### src/ofd_pkg.sv
/*
 * ofd_pkg: constants and field carrier of the decoder.
 * assumes one core clock in which four periods make one instruction cycle.
 */
package ofd_pkg;

  // instruction cycle timing
  localparam int unsigned QUARTERS_PER_CYCLE = 4;
  localparam logic [1:0] QUARTER_LAST = 2'(QUARTERS_PER_CYCLE - 1);

  // register byte offsets
  localparam logic [7:0] REG_CTRL = 8'h00;
  localparam logic [7:0] REG_STATUS = 8'h04;
  localparam logic [7:0] REG_TBL_PTR = 8'h08;
  localparam logic [7:0] REG_TBL_LATCH = 8'h0c;
  localparam logic [7:0] REG_FIELDS = 8'h10;

  // field positions and reset values
  localparam int unsigned CTRL_BANK_LSB = 0;
  localparam int unsigned STATUS_STATE_LSB = 8;
  localparam int unsigned FIELDS_BIT_LSB = 12;
  localparam int unsigned FIELDS_DEST_POS = 15;
  localparam int unsigned FIELDS_TBL_LSB = 16;
  localparam int unsigned FIELDS_LIT_LSB = 18;
  localparam int unsigned FIELDS_NOP_POS = 20;
  localparam logic [3:0] BANK_RESET = 4'h0;
  localparam logic [20:0] TBL_PTR_RESET = 21'h000000;
  localparam logic [7:0] TBL_LATCH_RESET = 8'h00;
  localparam logic [4:0] FLAGS_RESET = 5'h00;

  // encodings
  localparam logic [3:0] SECOND_WORD_PREFIX = 4'hf;
  localparam logic [1:0] INDEX_POINTER = 2'h2;
  localparam logic [3:0] ACCESS_HIGH_BANK = 4'hf;

  // status flag positions
  localparam int unsigned FLAG_C = 0;
  localparam int unsigned FLAG_HC = 1;
  localparam int unsigned FLAG_Z = 2;
  localparam int unsigned FLAG_OV = 3;
  localparam int unsigned FLAG_N = 4;
  localparam logic [4:0] MASK_ALL = 5'h1f;
  localparam logic [4:0] MASK_ZN = 5'h14;
  localparam logic [4:0] MASK_CZN = 5'h15;
  localparam logic [4:0] MASK_Z = 5'h04;

  localparam logic [1:0] AXI_OKAY = 2'h0;
  localparam logic [1:0] AXI_SLVERR = 2'h2;

  typedef enum logic [1:0] {
    OFD_TBL_KEEP = 2'h0,
    OFD_TBL_POST_INC = 2'h1,
    OFD_TBL_POST_DEC = 2'h2,
    OFD_TBL_PRE_INC = 2'h3
  } ofd_tbl_mode_t;

  typedef enum logic [1:0] {
    OFD_LIT_NONE = 2'h0,
    OFD_LIT_8 = 2'h1,
    OFD_LIT_12 = 2'h2,
    OFD_LIT_20 = 2'h3
  } ofd_lit_width_t;

  typedef enum logic [2:0] {
    OFD_ST_FIRST = 3'b001,
    OFD_ST_SECOND = 3'b010,
    OFD_ST_FLUSH = 3'b100
  } ofd_state_t;

  // decoded operand fields of one instruction
  typedef struct packed {
    logic nop;
    logic [11:0] file_addr;
    logic dest_is_file;
    logic [2:0] bit_pos;
    logic [1:0] ptr_sel;
    logic [11:0] src_addr;
    logic [11:0] dst_addr;
    logic move;
    ofd_lit_width_t lit_width;
    logic [19:0] literal;
    logic relative;
    logic [19:0] branch_target;
    logic is_call;
    logic is_return;
    logic fast;
    logic tbl_read;
    logic tbl_write;
    ofd_tbl_mode_t tbl_mode;
    logic ptr_load;
    logic [4:0] flag_mask;
  } ofd_fields_t;

endpackage

### src/ofd_decoder.sv
/* ofd_decoder: operand field decoder with table pointer, shadows, flags and AXI4-Lite slave.
   assumes its neighbours run on clk_sys_in, the oscillator. */
// Functional notes
// - access bit 0: access RAM; 1: bank from bank selector
// - bit operations take 3-bit bit position 0 to 7
// - destination bit 0: accumulator; 1: file register
// - 8-bit file address, or 2-bit pointer selector for loads
// - move source: 12-bit address from first word
// - move destination: 12-bit address from second word
// - literals 8, 12 or 20 bits wide
// - table modes: keep, post-increment, post-decrement, pre-increment
// - relative branches two's-complement; calls and gotos direct
// - fast bit 1 saves or restores shadows; 0 leaves them
// - 21-bit table pointer; 8-bit table latch
// - indexed moves add 7-bit offsets to the pointer
// - don't-care bits never affect decoding
// - five flags: carry, half carry, zero, overflow, negative
// - second words start with four ones; alone they are no-operation
// - true skip or counter change makes next cycle a no-operation
`timescale 1ns/1ps
module ofd_decoder #(
  parameter logic [7:0] ACCESS_SPLIT = 8'h80
) (
  // clock and reset
  input wire logic clk_sys_in,
  input wire logic rst_n_in,
  // program memory
  input wire logic [15:0] instr_in,
  input wire logic instr_valid_in,
  output logic instr_ready_out,
  // execution feedback
  input wire logic redirect_in,
  input wire logic alu_valid_in,
  input wire logic [4:0] alu_flags_in,
  input wire logic [7:0] working_accumulator_in,
  // table memory
  input wire logic table_rvalid_in,
  input wire logic [7:0] table_rdata_in,
  output logic [20:0] table_addr_out,
  output logic [7:0] table_latch_byte_out,
  // decoded fields
  output ofd_pkg::ofd_fields_t fields_out,
  output logic cycle_start_out,
  output logic [4:0] status_flags_out,
  output logic [3:0] bank_selector_out,
  output logic shadow_restore_out,
  output logic [7:0] shadow_accumulator_out,
  // axi4-lite slave
  input wire logic [7:0] s_axi_awaddr_in,
  input wire logic s_axi_awvalid_in,
  output logic s_axi_awready_out,
  input wire logic [31:0] s_axi_wdata_in,
  input wire logic [3:0] s_axi_wstrb_in,
  input wire logic s_axi_wvalid_in,
  output logic s_axi_wready_out,
  output logic [1:0] s_axi_bresp_out,
  output logic s_axi_bvalid_out,
  input wire logic s_axi_bready_in,
  input wire logic [7:0] s_axi_araddr_in,
  input wire logic s_axi_arvalid_in,
  output logic s_axi_arready_out,
  output logic [31:0] s_axi_rdata_out,
  output logic [1:0] s_axi_rresp_out,
  output logic s_axi_rvalid_out,
  input wire logic s_axi_rready_in
);
  import ofd_pkg::*;
  logic [1:0] quarter_reg, bresp_reg, rresp_reg;
  ofd_state_t state_reg, state_next;
  logic [15:0] first_word_reg;
  logic redirect_pend_reg, shadow_restore_reg, cycle_start, take_word, two_word_first, flush_now;
  logic aw_held_reg, w_held_reg, bvalid_reg, rvalid_reg, wr_fire;
  ofd_fields_t fields_reg, fields_next;
  logic [11:0] pointer_reg [4];
  logic [20:0] tbl_ptr_reg, tbl_ptr_next;
  logic [7:0] tbl_latch_reg, shadow_acc_reg, aw_addr_reg;
  logic [4:0] flags_reg, shadow_flags_reg;
  logic [3:0] bank_reg, shadow_bank_reg, w_strb_reg;
  logic [31:0] w_data_reg, rdata_reg;
  // a redirect refuses the word at this cycle start
  assign flush_now = redirect_pend_reg || redirect_in;
  assign cycle_start = (quarter_reg == '0);
  assign instr_ready_out = cycle_start && !flush_now;
  assign take_word = instr_ready_out && instr_valid_in;
  assign cycle_start_out = cycle_start;
  always_ff @(posedge clk_sys_in or negedge rst_n_in) begin
    if (!rst_n_in) begin
      quarter_reg <= '0;
    end else if (quarter_reg == QUARTER_LAST) begin
      quarter_reg <= '0;
    end else begin
      quarter_reg <= quarter_reg + 2'h1;
    end
  end
  // first word of a two-word instruction
  always_comb begin
    two_word_first = 1'b0;
    casez (instr_in[15:8])
      8'b1100_????: two_word_first = 1'b1;
      8'b1110_1111: two_word_first = 1'b1;
      8'b1110_110?: two_word_first = 1'b1;
      8'b1110_1011: two_word_first = 1'b1;
      8'b1110_1110: two_word_first = (instr_in[7:6] == 2'b00);
      default: two_word_first = 1'b0;
    endcase
  end
  always_comb begin
    fields_next = '0;
    fields_next.nop = 1'b1;
    state_next = (state_reg == OFD_ST_SECOND) ? OFD_ST_SECOND : OFD_ST_FIRST;
    if (flush_now) begin
      fields_next.nop = 1'b1;
    end else if (state_reg == OFD_ST_SECOND && instr_valid_in) begin
      state_next = OFD_ST_FIRST;
      fields_next.nop = 1'b0;
      casez (first_word_reg[15:6])
        10'b1100_??????: begin
          fields_next.move = 1'b1;
          fields_next.src_addr = first_word_reg[11:0];
          fields_next.dst_addr = instr_in[11:0];
        end
        10'b1110_1111_??: begin
          fields_next.lit_width = OFD_LIT_20;
          fields_next.literal = {instr_in[11:0], first_word_reg[7:0]};
          fields_next.branch_target = {instr_in[11:0], first_word_reg[7:0]};
        end
        10'b1110_110?_??: begin
          fields_next.lit_width = OFD_LIT_20;
          fields_next.literal = {instr_in[11:0], first_word_reg[7:0]};
          fields_next.branch_target = {instr_in[11:0], first_word_reg[7:0]};
          fields_next.is_call = 1'b1;
          fields_next.fast = first_word_reg[8];
        end
        10'b1110_1110_00: begin
          fields_next.ptr_load = 1'b1;
          fields_next.ptr_sel = first_word_reg[5:4];
          fields_next.lit_width = OFD_LIT_12;
          fields_next.literal = {8'h00, first_word_reg[3:0], instr_in[7:0]};
        end
        10'b1110_1011_??: begin
          fields_next.move = 1'b1;
          fields_next.src_addr = pointer_reg[INDEX_POINTER] + {5'h00, first_word_reg[6:0]};
          fields_next.dst_addr = first_word_reg[7] ? pointer_reg[INDEX_POINTER] + {5'h00, instr_in[6:0]}
                                                   : instr_in[11:0];
        end
        default: fields_next.nop = 1'b1;
      endcase
    end else if (state_reg != OFD_ST_SECOND && instr_valid_in) begin
      if (two_word_first) begin
        state_next = OFD_ST_SECOND;
      end else if (instr_in[15:12] != SECOND_WORD_PREFIX) begin
        fields_next.nop = 1'b0;
        fields_next.file_addr = instr_in[8] ? {bank_reg, instr_in[7:0]}
                              : (instr_in[7:0] < ACCESS_SPLIT ? {4'h0, instr_in[7:0]}
                                                             : {ACCESS_HIGH_BANK, instr_in[7:0]});
        casez (instr_in[15:8])
          8'b0000_0000: begin
            fields_next.tbl_read = (instr_in[7:2] == 6'b000010);
            fields_next.tbl_write = (instr_in[7:2] == 6'b000011);
            fields_next.tbl_mode = ofd_tbl_mode_t'(instr_in[1:0]);
            fields_next.is_return = (instr_in[7:2] == 6'b000100);
            fields_next.fast = (instr_in[7:2] == 6'b000100) && instr_in[0];
          end
          8'b0000_0001, 8'b0000_1???: begin
            fields_next.lit_width = OFD_LIT_8;
            fields_next.literal = {12'h000, instr_in[7:0]};
          end
          8'b1101_????: begin
            fields_next.relative = 1'b1;
            fields_next.branch_target = {{9{instr_in[10]}}, instr_in[10:0]};
          end
          8'b1110_0???: begin
            fields_next.relative = 1'b1;
            fields_next.branch_target = {{12{instr_in[7]}}, instr_in[7:0]};
          end
          8'b100?_????, 8'b101?_????, 8'b0111_????: begin
            fields_next.bit_pos = instr_in[11:9];
          end
          8'b0010_????, 8'b0000_01??, 8'b0101_????, 8'b0110_110?: begin
            fields_next.dest_is_file = instr_in[9];
            fields_next.flag_mask = (instr_in[15:10] == 6'b0101_00 || instr_in[15:10] == 6'b0010_11)
                                  ? (instr_in[11:10] == 2'b00 ? MASK_ZN : 5'h00) : MASK_ALL;
          end
          8'b0001_????, 8'b0100_0???: begin
            fields_next.dest_is_file = instr_in[9];
            fields_next.flag_mask = MASK_ZN;
          end
          8'b0011_0???: begin
            fields_next.dest_is_file = instr_in[9];
            fields_next.flag_mask = MASK_CZN;
          end
          8'b0110_101?: fields_next.flag_mask = MASK_Z;
          default: fields_next.dest_is_file = instr_in[9];
        endcase
      end
    end
  end
  // fields held for a whole instruction cycle
  always_ff @(posedge clk_sys_in or negedge rst_n_in) begin
    if (!rst_n_in) begin
      fields_reg <= '0;
      state_reg <= OFD_ST_FIRST;
    end else if (cycle_start) begin
      fields_reg <= fields_next;
      state_reg <= flush_now ? OFD_ST_FLUSH : state_next;
    end
  end
  always_ff @(posedge clk_sys_in or negedge rst_n_in) begin
    if (!rst_n_in) begin
      first_word_reg <= '0;
    end else if (take_word && state_reg != OFD_ST_SECOND) begin
      first_word_reg <= instr_in;
    end
  end
  // a redirect seen mid-cycle forces the next cycle empty
  always_ff @(posedge clk_sys_in or negedge rst_n_in) begin
    if (!rst_n_in) begin
      redirect_pend_reg <= 1'b0;
    end else if (cycle_start) begin
      redirect_pend_reg <= 1'b0;
    end else if (redirect_in) begin
      redirect_pend_reg <= 1'b1;
    end
  end
  always_ff @(posedge clk_sys_in or negedge rst_n_in) begin
    if (!rst_n_in) begin
      pointer_reg <= '{default: 12'h000};
    end else if (cycle_start && fields_next.ptr_load && !fields_next.nop) begin
      pointer_reg[fields_next.ptr_sel] <= fields_next.literal[11:0];
    end
  end
  always_comb begin
    tbl_ptr_next = tbl_ptr_reg;
    unique case (fields_next.tbl_mode)
      OFD_TBL_KEEP: tbl_ptr_next = tbl_ptr_reg;
      OFD_TBL_POST_INC, OFD_TBL_PRE_INC: tbl_ptr_next = tbl_ptr_reg + 21'h000001;
      OFD_TBL_POST_DEC: tbl_ptr_next = tbl_ptr_reg - 21'h000001;
    endcase
  end
  always_ff @(posedge clk_sys_in or negedge rst_n_in) begin
    if (!rst_n_in) begin
      tbl_ptr_reg <= TBL_PTR_RESET;
      table_addr_out <= TBL_PTR_RESET;
    end else if (cycle_start && (fields_next.tbl_read || fields_next.tbl_write) && !fields_next.nop) begin
      tbl_ptr_reg <= tbl_ptr_next;
      table_addr_out <= (fields_next.tbl_mode == OFD_TBL_PRE_INC) ? tbl_ptr_next : tbl_ptr_reg;
    end
  end
  always_ff @(posedge clk_sys_in or negedge rst_n_in) begin
    if (!rst_n_in) begin
      tbl_latch_reg <= TBL_LATCH_RESET;
    end else if (table_rvalid_in && fields_reg.tbl_read) begin
      tbl_latch_reg <= table_rdata_in;
    end
  end
  // shadow copies for fast call and return
  always_ff @(posedge clk_sys_in or negedge rst_n_in) begin
    if (!rst_n_in) begin
      shadow_acc_reg <= '0;
      shadow_flags_reg <= FLAGS_RESET;
      shadow_bank_reg <= BANK_RESET;
    end else if (cycle_start && fields_next.is_call && fields_next.fast && !fields_next.nop) begin
      shadow_acc_reg <= working_accumulator_in;
      shadow_flags_reg <= flags_reg;
      shadow_bank_reg <= bank_reg;
    end
  end
  always_ff @(posedge clk_sys_in or negedge rst_n_in) begin
    if (!rst_n_in) begin
      shadow_restore_reg <= 1'b0;
    end else begin
      shadow_restore_reg <= cycle_start && fields_next.is_return && fields_next.fast && !fields_next.nop;
    end
  end
  always_ff @(posedge clk_sys_in or negedge rst_n_in) begin
    if (!rst_n_in) begin
      flags_reg <= FLAGS_RESET;
    end else if (shadow_restore_reg) begin
      flags_reg <= shadow_flags_reg;
    end else if (alu_valid_in) begin
      flags_reg <= (flags_reg & ~fields_reg.flag_mask) | (alu_flags_in & fields_reg.flag_mask);
    end
  end
  assign wr_fire = aw_held_reg && w_held_reg && !bvalid_reg;
  always_ff @(posedge clk_sys_in or negedge rst_n_in) begin
    if (!rst_n_in) begin
      bank_reg <= BANK_RESET;
    end else if (shadow_restore_reg) begin
      bank_reg <= shadow_bank_reg;
    end else if (wr_fire && aw_addr_reg == REG_CTRL && w_strb_reg[0]) begin
      bank_reg <= w_data_reg[CTRL_BANK_LSB +: 4];
    end
  end
  // axi write channels, taken in either order
  always_ff @(posedge clk_sys_in or negedge rst_n_in) begin
    if (!rst_n_in) begin
      aw_held_reg <= 1'b0;
      aw_addr_reg <= '0;
    end else if (s_axi_awvalid_in && !aw_held_reg) begin
      aw_held_reg <= 1'b1;
      aw_addr_reg <= s_axi_awaddr_in;
    end else if (wr_fire) begin
      aw_held_reg <= 1'b0;
    end
  end
  always_ff @(posedge clk_sys_in or negedge rst_n_in) begin
    if (!rst_n_in) begin
      w_held_reg <= 1'b0;
      w_data_reg <= '0;
      w_strb_reg <= '0;
    end else if (s_axi_wvalid_in && !w_held_reg) begin
      w_held_reg <= 1'b1;
      w_data_reg <= s_axi_wdata_in;
      w_strb_reg <= s_axi_wstrb_in;
    end else if (wr_fire) begin
      w_held_reg <= 1'b0;
    end
  end
  always_ff @(posedge clk_sys_in or negedge rst_n_in) begin
    if (!rst_n_in) begin
      bvalid_reg <= 1'b0;
      bresp_reg <= AXI_OKAY;
    end else if (wr_fire) begin
      bvalid_reg <= 1'b1;
      bresp_reg <= (aw_addr_reg == REG_CTRL) ? AXI_OKAY : AXI_SLVERR;
    end else if (s_axi_bready_in) begin
      bvalid_reg <= 1'b0;
    end
  end
  always_ff @(posedge clk_sys_in or negedge rst_n_in) begin
    if (!rst_n_in) begin
      rvalid_reg <= 1'b0;
      rdata_reg <= '0;
      rresp_reg <= AXI_OKAY;
    end else if (s_axi_arvalid_in && !rvalid_reg) begin
      rvalid_reg <= 1'b1;
      rresp_reg <= AXI_OKAY;
      unique case (s_axi_araddr_in)
        REG_CTRL: rdata_reg <= {28'h0000000, bank_reg};
        REG_STATUS: rdata_reg <= {21'h000000, 3'(state_reg), 3'h0, flags_reg};
        REG_TBL_PTR: rdata_reg <= {11'h000, tbl_ptr_reg};
        REG_TBL_LATCH: rdata_reg <= {24'h000000, tbl_latch_reg};
        REG_FIELDS: rdata_reg <= {11'h000, fields_reg.nop, fields_reg.lit_width, fields_reg.tbl_mode,
                                  fields_reg.dest_is_file, fields_reg.bit_pos, fields_reg.file_addr};
        default: begin
          rdata_reg <= '0;
          rresp_reg <= AXI_SLVERR;
        end
      endcase
    end else if (s_axi_rready_in) begin
      rvalid_reg <= 1'b0;
    end
  end
  assign s_axi_awready_out = !aw_held_reg;
  assign s_axi_wready_out = !w_held_reg;
  assign s_axi_bvalid_out = bvalid_reg;
  assign s_axi_bresp_out = bresp_reg;
  assign s_axi_arready_out = !rvalid_reg;
  assign s_axi_rvalid_out = rvalid_reg;
  assign s_axi_rdata_out = rdata_reg;
  assign s_axi_rresp_out = rresp_reg;
  assign fields_out = fields_reg;
  assign status_flags_out = flags_reg;
  assign bank_selector_out = bank_reg;
  assign table_latch_byte_out = tbl_latch_reg;
  assign shadow_restore_out = shadow_restore_reg;
  assign shadow_accumulator_out = shadow_acc_reg;
endmodule // ofd_decoder

### config.mk
export PLATFORM = sky130hd
export DESIGN_NAME = ofd_decoder
export DESIGN_NICKNAME = d
export VERILOG_FILES = /design/src/ofd_pkg.sv /design/src/ofd_decoder.sv
export SDC_FILE = /design/constraint.sdc
export NUM_CORES = 1
export LEC_CHECK = 0
export BUFFER_PORTS_ARGS = -buffer_cell sky130_fd_sc_hd__buf_2
export CORE_MARGIN = 2
export CORE_UTILIZATION = 55
export CTS_BUF_LIST = sky130_fd_sc_hd__clkbuf_4 sky130_fd_sc_hd__clkbuf_8
export DETAILED_ROUTE_END_ITERATION = 7
export PLACE_DENSITY = 0.83
export SLEW_MARGIN = 30
export SYNTH_ARGS = -nofsm -noshare
export SYNTH_HDL_FRONTEND = slang
export SYNTH_SLANG_ARGS = --single-unit
### constraint.sdc
create_clock -name clk_sys_in -period 5.25 [get_ports clk_sys_in]
set_clock_uncertainty 0.2 [all_clocks]
set_input_delay 1.05 -clock clk_sys_in [delete_from_list [all_inputs] [get_ports clk_sys_in]]
set_output_delay 1.05 -clock clk_sys_in [all_outputs]
set_load 0.1 [all_outputs]
==> metrics.cfg, run 1 <==
[cts]
cts_max_path_buffers=3
clk_latency_ps=540
post_cts_buffers=0
cts_resized=0
htreeDepth=2
ctsRootBufferMaster=clkbuf_8
cts_hold_buf=0
cts.sinks=250
path_clk_slew_ps=60
tritoncts=done
numCtsBuffers=42

[critical_path]
cp-startpoint=instr_in[9]
crit_type=in -> reg
ff2ff_setup_slack_ps=1590
crit_path_start_kind=input pin
crit_chain=buf_2 > nor4_2 > nand4_2 > or2_0 > xnor2_1 > ha_1 > nor3_1 > nor3_1 > or3_1 > or4_1 > a21oi_1 > xnor2_1 > a21oi_1
crit_path_max_incr_delay_ps=430
cp_slowest_cell=or4_1
crit_fanout=14
cp.arrival_ps=4260
critPathCaptureType=flip-flop
r2r_cells=12
r2r-end=table_addr_out[12]
r2r_start=redirect_pend_reg
cp.required_ps=5440
endpoint=table_addr_out[12]

[yosys]
yosys_warnings=0
ys_async_sr_fraction_pct=100.0
syn_inst=1245
synth_ff_type=dfrtp_1
yosysUniqueCellTypes=75
synth_area_um2=12430
synth_edf_count=0
synth_seq_cells=250
ys_seq_area_share_pct=50.32
postSynthAreaPerCell_um2=9.987

[layout]
drive_above_1_share_pct=26.69
multi_input_area_um2=5690
n_fill_cell=1791
nets=1583
area_delta_synth_final_pct=18.84
largest_reg_flops=99
stdcell_count=1785
seq_area_um2=6257

[floorplan]
start_util_pct=55.43
die_h_um=154.4
placementRows=55
coreArea_um2=22430
die_area_um2=23830
die_w_um=154.4
boundaryPins=290

[placement]
post-dp-hpwl_mm=25.56
port-buffer-count=245
routabilityCongestion=0.9212
place_inst=1704

[power]
ir_worst_vdd_uv=221.9
p_leak_nw=7.330
power_density_nw_per_um2=327.3
finalPower_mw=4.836

[timing]
maxSlewViolCount=0
rsz0062_at_grt=no
hold_viol=0
timing.setup.tns_ps=0
fmax_mhz=246.0
setup_viol=0
slew-limit-headroom_pct=40.25
period_needed_ps=4064
min_period_over_period_pct=77.42
worst_slew_pin_slew_ps=890.3

[route]
num_vias=10771
drtAntennaViolNets=0
wire_per_inst_um=20.54
drt-total-wl_mm=36.67
drc=0
drt_first_iter_violations=1007
vias_per_cell=6.034
dr.pass1.iters=5

[global_route]
grt_pass1_vias=10597
gr-total-overflow=0
grt_pass1_wl_mm=57.57
grt_util_all_layers_pct=30.58
antenna_found_initial=4
grt_max_degree=119

[status]
status=completed

[run]
max-cap-violations=0

[hold_path]
hold_path_class=in -> async

-- worst max-delay path, delay by kind of cell --
family / cells / cell delay (ps)
AND/OR/NAND/NOR: 7 / 2190
AO/OA/AOI/OAI: 2 / 280
XOR/XNOR: 2 / 280
buffers and inverters: 1 / 200
adder cells (fa/ha/maj): 1 / 250
-- kinds of logic after synthesis --
kind of cell / synth area share, %
AOI/OAI and AO/OA: 17.03
xor gates and xnor gates: 4.438
adders and majority gates: 2.033
buffers and inverters: 4.488
DFF: 50.32
muxes: 6.400
other: 0.03016
and+or+nand+nor: 15.26
-- cells in the mapped netlist (all sizes together), types with 7 or more instances --
cell type,count,area [um^2]
nor2,112,427.9
a221o,9,90.09
and2,12,75.07
nand3,27,135.1
dfrtp,249,6231
or4,9,67.56
nor3,19,100.1
clkbuf,74,277.8
mux2,52,585.6
nand2b,9,56.30
a21oi,73,365.4
nor2b,13,81.33
or3,12,75.07
and3,13,81.33
nand2,144,540.5
xor2,26,227.7
a221oi,12,105.1
o21ai,65,325.3
o2bb2ai,34,297.8
nand4,7,50.05
xnor2,37,324.1
ha,17,212.7
a22oi,35,262.8
buf,28,175.2
nor4,7,65.06
a22o,20,175.2
mux2i,21,210.2
a222oi,7,70.07
inv,27,101.4
-- metal layers --
layer	part of all wire, %	global-route usage (%)	vias to the layer above
li1	-	-	4856
met1	39	40.11	5234
met2	47	49.11	555
met3	8.7	6.052	126
met4	4.5	14.99	0
met5	0	0	-
-- power by group --
group,switching [mW],internal (mW)
combinational,0.631,0.178
clock,0.774,1.12
sequential,0.0911,2.04
total,1.50,3.34
-- through the flow --
| step | instance area [um^2] | worst slack (ps) | utilization (%) | hold slack, ps |
|---|---|---|---|---|
| 2_1_floorplan | 12480 | 691.0 | - | 227.9 |
| 5_1_grt | 14770 | 984.6 | 65.85 | 198.4 |
| 3_5_place_dp | 13790 | 676.4 | 61.48 | 258.9 |
| 3_3_place_gp | 13790 | 670.7 | 61.46 | 241.7 |
| 6_report | 14780 | 1186 | 65.87 | 191.5 |
| 4_1_cts | 14730 | 1217 | 65.65 | 272.7 |
-- layout by cell type, fill, tap and decap left out, types with 9 or more instances in the layout --
cell,Yosys,routed
or3_1,12,12
ha_1,17,17
or4_1,9,9
mux2_2,42,42
nand2_1,144,144
nor2_1,111,111
a22oi_1,35,35
nor2b_1,13,13
nor3_1,18,17
xnor2_1,37,37
a22o_1,20,20
dfrtp_1,249,249
conb_1,1,13
o21ai_0,62,62
nand3_1,27,27
clkbuf_4,0,14
nand2b_1,9,9
buf_2,8,244
xor2_1,26,26
and2_1,12,12
o2bb2ai_1,34,34
mux2i_1,21,21
buf_4,14,18
a21oi_1,73,73
mux2_1,10,10
inv_1,27,27
a221oi_1,12,12
and3_1,13,13
clkbuf_8,0,54
a221o_1,9,9
-- worst min-delay path by stage --
stage / start / endpoint / slack [ps] / cells past startpoint
after floorplan: quarter_reg[0] / quarter_reg[0] / 230 / 1
after global placement: quarter_reg[0] / quarter_reg[0] / 240 / 1
after detailed placement: first_word_reg[12] / first_word_reg[12] / 260 / 2
after CTS: first_word_reg[12] / first_word_reg[12] / 270 / 2
after global routing: rst_n_in / shadow_accumulator_out[7] / 200 / 1
final: rst_n_in / shadow_accumulator_out[7] / 190 / 1
-- cell type report --
type                    instances  area share, %
well taps                     285          2.413
flip-flops and latches        250          42.35
clock inverters                 7         0.5927
inverters                      28         0.7113
clock buffers                  68          5.741
multi-input cells             877          38.51
repair buffers                265          9.602
diodes                          5        0.08467
Power figures use the tool's default switching activity.
==> inputs of run 2 (changes only) <==
--- a/config.mk
+++ b/config.mk
@@ -7,10 +7,10 @@
 export LEC_CHECK = 0
 export BUFFER_PORTS_ARGS = -buffer_cell sky130_fd_sc_hd__buf_2
 export CORE_MARGIN = 2
-export CORE_UTILIZATION = 55
+export CORE_UTILIZATION = 51
 export CTS_BUF_LIST = sky130_fd_sc_hd__clkbuf_4 sky130_fd_sc_hd__clkbuf_8
 export DETAILED_ROUTE_END_ITERATION = 7
-export PLACE_DENSITY = 0.83
+export PLACE_DENSITY = 0.81
 export SLEW_MARGIN = 30
 export SYNTH_ARGS = -nofsm -noshare
 export SYNTH_HDL_FRONTEND = slang
==> constraint.sdc (replaced) <==
create_clock -name clk_sys_in -period 3.3 [get_ports clk_sys_in]
set_clock_uncertainty 0.2 [all_clocks]
set_input_delay 0.66 -clock clk_sys_in [delete_from_list [all_inputs] [get_ports clk_sys_in]]
set_output_delay 0.66 -clock clk_sys_in [all_outputs]
set_load 0.1 [all_outputs]
==> run 2 against run 1 <==
- setup slack got worse by 1000 ps
- worst hold slack got worse by 110 ps
- power increased by 55%
- die area increased by 7.6%
- wire length increased by 4.2%
- first-iteration DRC count decreased by 5.2%
- sequential cell count unchanged
- via count increased by 2.7%
- largest cell class unchanged
- highest routed layer unchanged
==> metrics.cfg, run 2 (synthesized netlist as in run 1, its figures left out) <==
[status]
status=completed

[critical_path]
crit_buf_inv=2
cp_slowest_cell=or4_4
cp.arrival_ps=3380
crit_family=simple AND/OR/NAND/NOR gates
crit_fanout=3
crit_type=in -> reg
critPathCaptureType=flip-flop
crit_path_max_incr_delay_ps=440
cp.required_ps=3520
crit_chain=buf_2 > nor4_2 > buf_4 > nand4_2 > or2_1 > xnor2_1 > ha_2 > nor3_2 > nor3_2 > or3_1 > or4_4 > a21oi_2 > xnor2_1 > a21oi_1
crit_path_start_kind=input pin

[timing]
worst_slew_pin_slew_ps=830.0
postLayoutSetupSlackWorst_ps=142.8
hold_viol=0
maxSlewViolCount=0
fmax_mhz=316.7
slew-limit-headroom_pct=44.67
setup_viol=0
period_needed_ps=3157
rsz0062_at_grt=no
timing.setup.tns_ps=0
min_period_over_period_pct=95.67

[floorplan]
coreArea_um2=24110
placementRows=57
start_util_pct=51.58
die_area_um2=25650
die_h_um=160.1
boundaryPins=290
die_w_um=160.1

[cts]
cts.sinks=250
ctsRootBufferMaster=clkbuf_8
tritoncts=done
path_clk_slew_ps=70
numCtsBuffers=41
htreeDepth=2
clk_latency_ps=550
cts_max_path_buffers=3
post_cts_buffers=0

[run]
max-cap-violations=0

[placement]
place_area_um2=14520
place_inst=1822
post-place-ws_ps=-410.5
port-buffer-count=245
post-dp-hpwl_mm=27.89
routabilityCongestion=0.9692

[power]
ir_worst_vdd_uv=360.7
p_leak_nw=7.682
power_density_nw_per_um2=486.9

[global_route]
antenna_found_initial=2
grt_pass1_wl_mm=60.49
grt_pass1_vias=11005
grt_util_all_layers_pct=29.76
gr-total-overflow=0
grt_max_degree=86

[route]
num_vias=11065
drt_first_iter_violations=955
drc=0
drt-total-wl_mm=38.20
wire_per_inst_um=20.12
dr.pass1.iters=5
vias_per_cell=5.830
drtAntennaViolNets=0

[layout]
area_delta_synth_final_pct=23.81
nets=1661
largest_reg_flops=99
final_area_um2=15390
final_util_pct=63.86
stdcell_count=1898
mostFrequentLayoutCells=249 x dfrtp_1, 243 x buf_2, 144 x nand2_1, 111 x nor2_1, 95 x buf_4
drive_above_1_share_pct=30.98
layout_commonest_cell=dfrtp_1

[hold_path]
hold_path_class=in -> reg

-- run 2: path summary, 6_finish.rpt --
check                                   startpoint                      end  slack, ps  depth (start not counted)
worst max-delay path                   instr_in[8]       table_addr_out[12]        140                         14
worst min-delay path               s_axi_bready_in         s_axi_bvalid_out         90                          2
worst min register to register  first_word_reg[12]       first_word_reg[12]        270                          2
max in group asynchronous                 rst_n_in           fields_out[36]       1440                          3
min in group asynchronous                 rst_n_in  table_latch_byte_out[2]        520                          2
worst max register to register        state_reg[0]       table_addr_out[12]        190                         12
-- run 2: timing repair --
item                       4_1_cts  5_1_grt
setup endpoints to repair        0        6
hold endpoints to repair        78        0
resized for setup                0        3
hold buffers                     1        0
-- run 2: report_power, final --
part / leakage [nW] / switching, mW / internal, mW / total (mW)
Combinational: 3.86 / 1.02 / 0.301 / 1.32
Clock: 0.458 / 1.24 / 1.56 / 2.79
Sequential: 3.36 / 0.137 / 3.25 / 3.39
Total: 7.68 / 2.39 / 5.11 / 7.50
-- run 2: layer usage --
metal  part of all wire [%]  vias to the layer above  wire length, um  GRT usage (%)
met5                      0                        -                0              0
met4                    4.6                        0             1758          13.35
met3                    8.4                      122             3216          5.221
met2                     48                      576            18240          48.60
met1                     39                     5334            14980          39.15
li1                       -                     5033                -              -
-- run 2: layout make-up --
type,instances,area (um^2)
Tap cell,324,405.4
Fill cell,1982,8711
Timing Repair Buffer,344,2034
Antenna cell,2,5.005
Clock buffer,66,808.3
Multi-Input combinational cell,877,5734
Inverter,28,105.1
Clock inverter,7,45.04
Sequential cell,250,6257
-- run 2: worst reg2reg max path: stages (launching register included) --
cell     delay (ps)
dfstp_2         550
or3b_1          140
nand3_1          90
or2_1           270
xnor2_1         150
ha_2            200
nor3_2          200
nor3_2           60
or3_1           330
or4_4           440
a21oi_2         150
xnor2_1         140
a21oi_1          80
-- run 2: per-stage QoR --
stage	power, mW	hold slack, ps
after global placement	4.710	238.7
final	7.496	86.40
after detailed placement	4.752	255.2
after global routing	7.779	78.45
after CTS	7.547	66.15
after floorplan	4.395	164.4
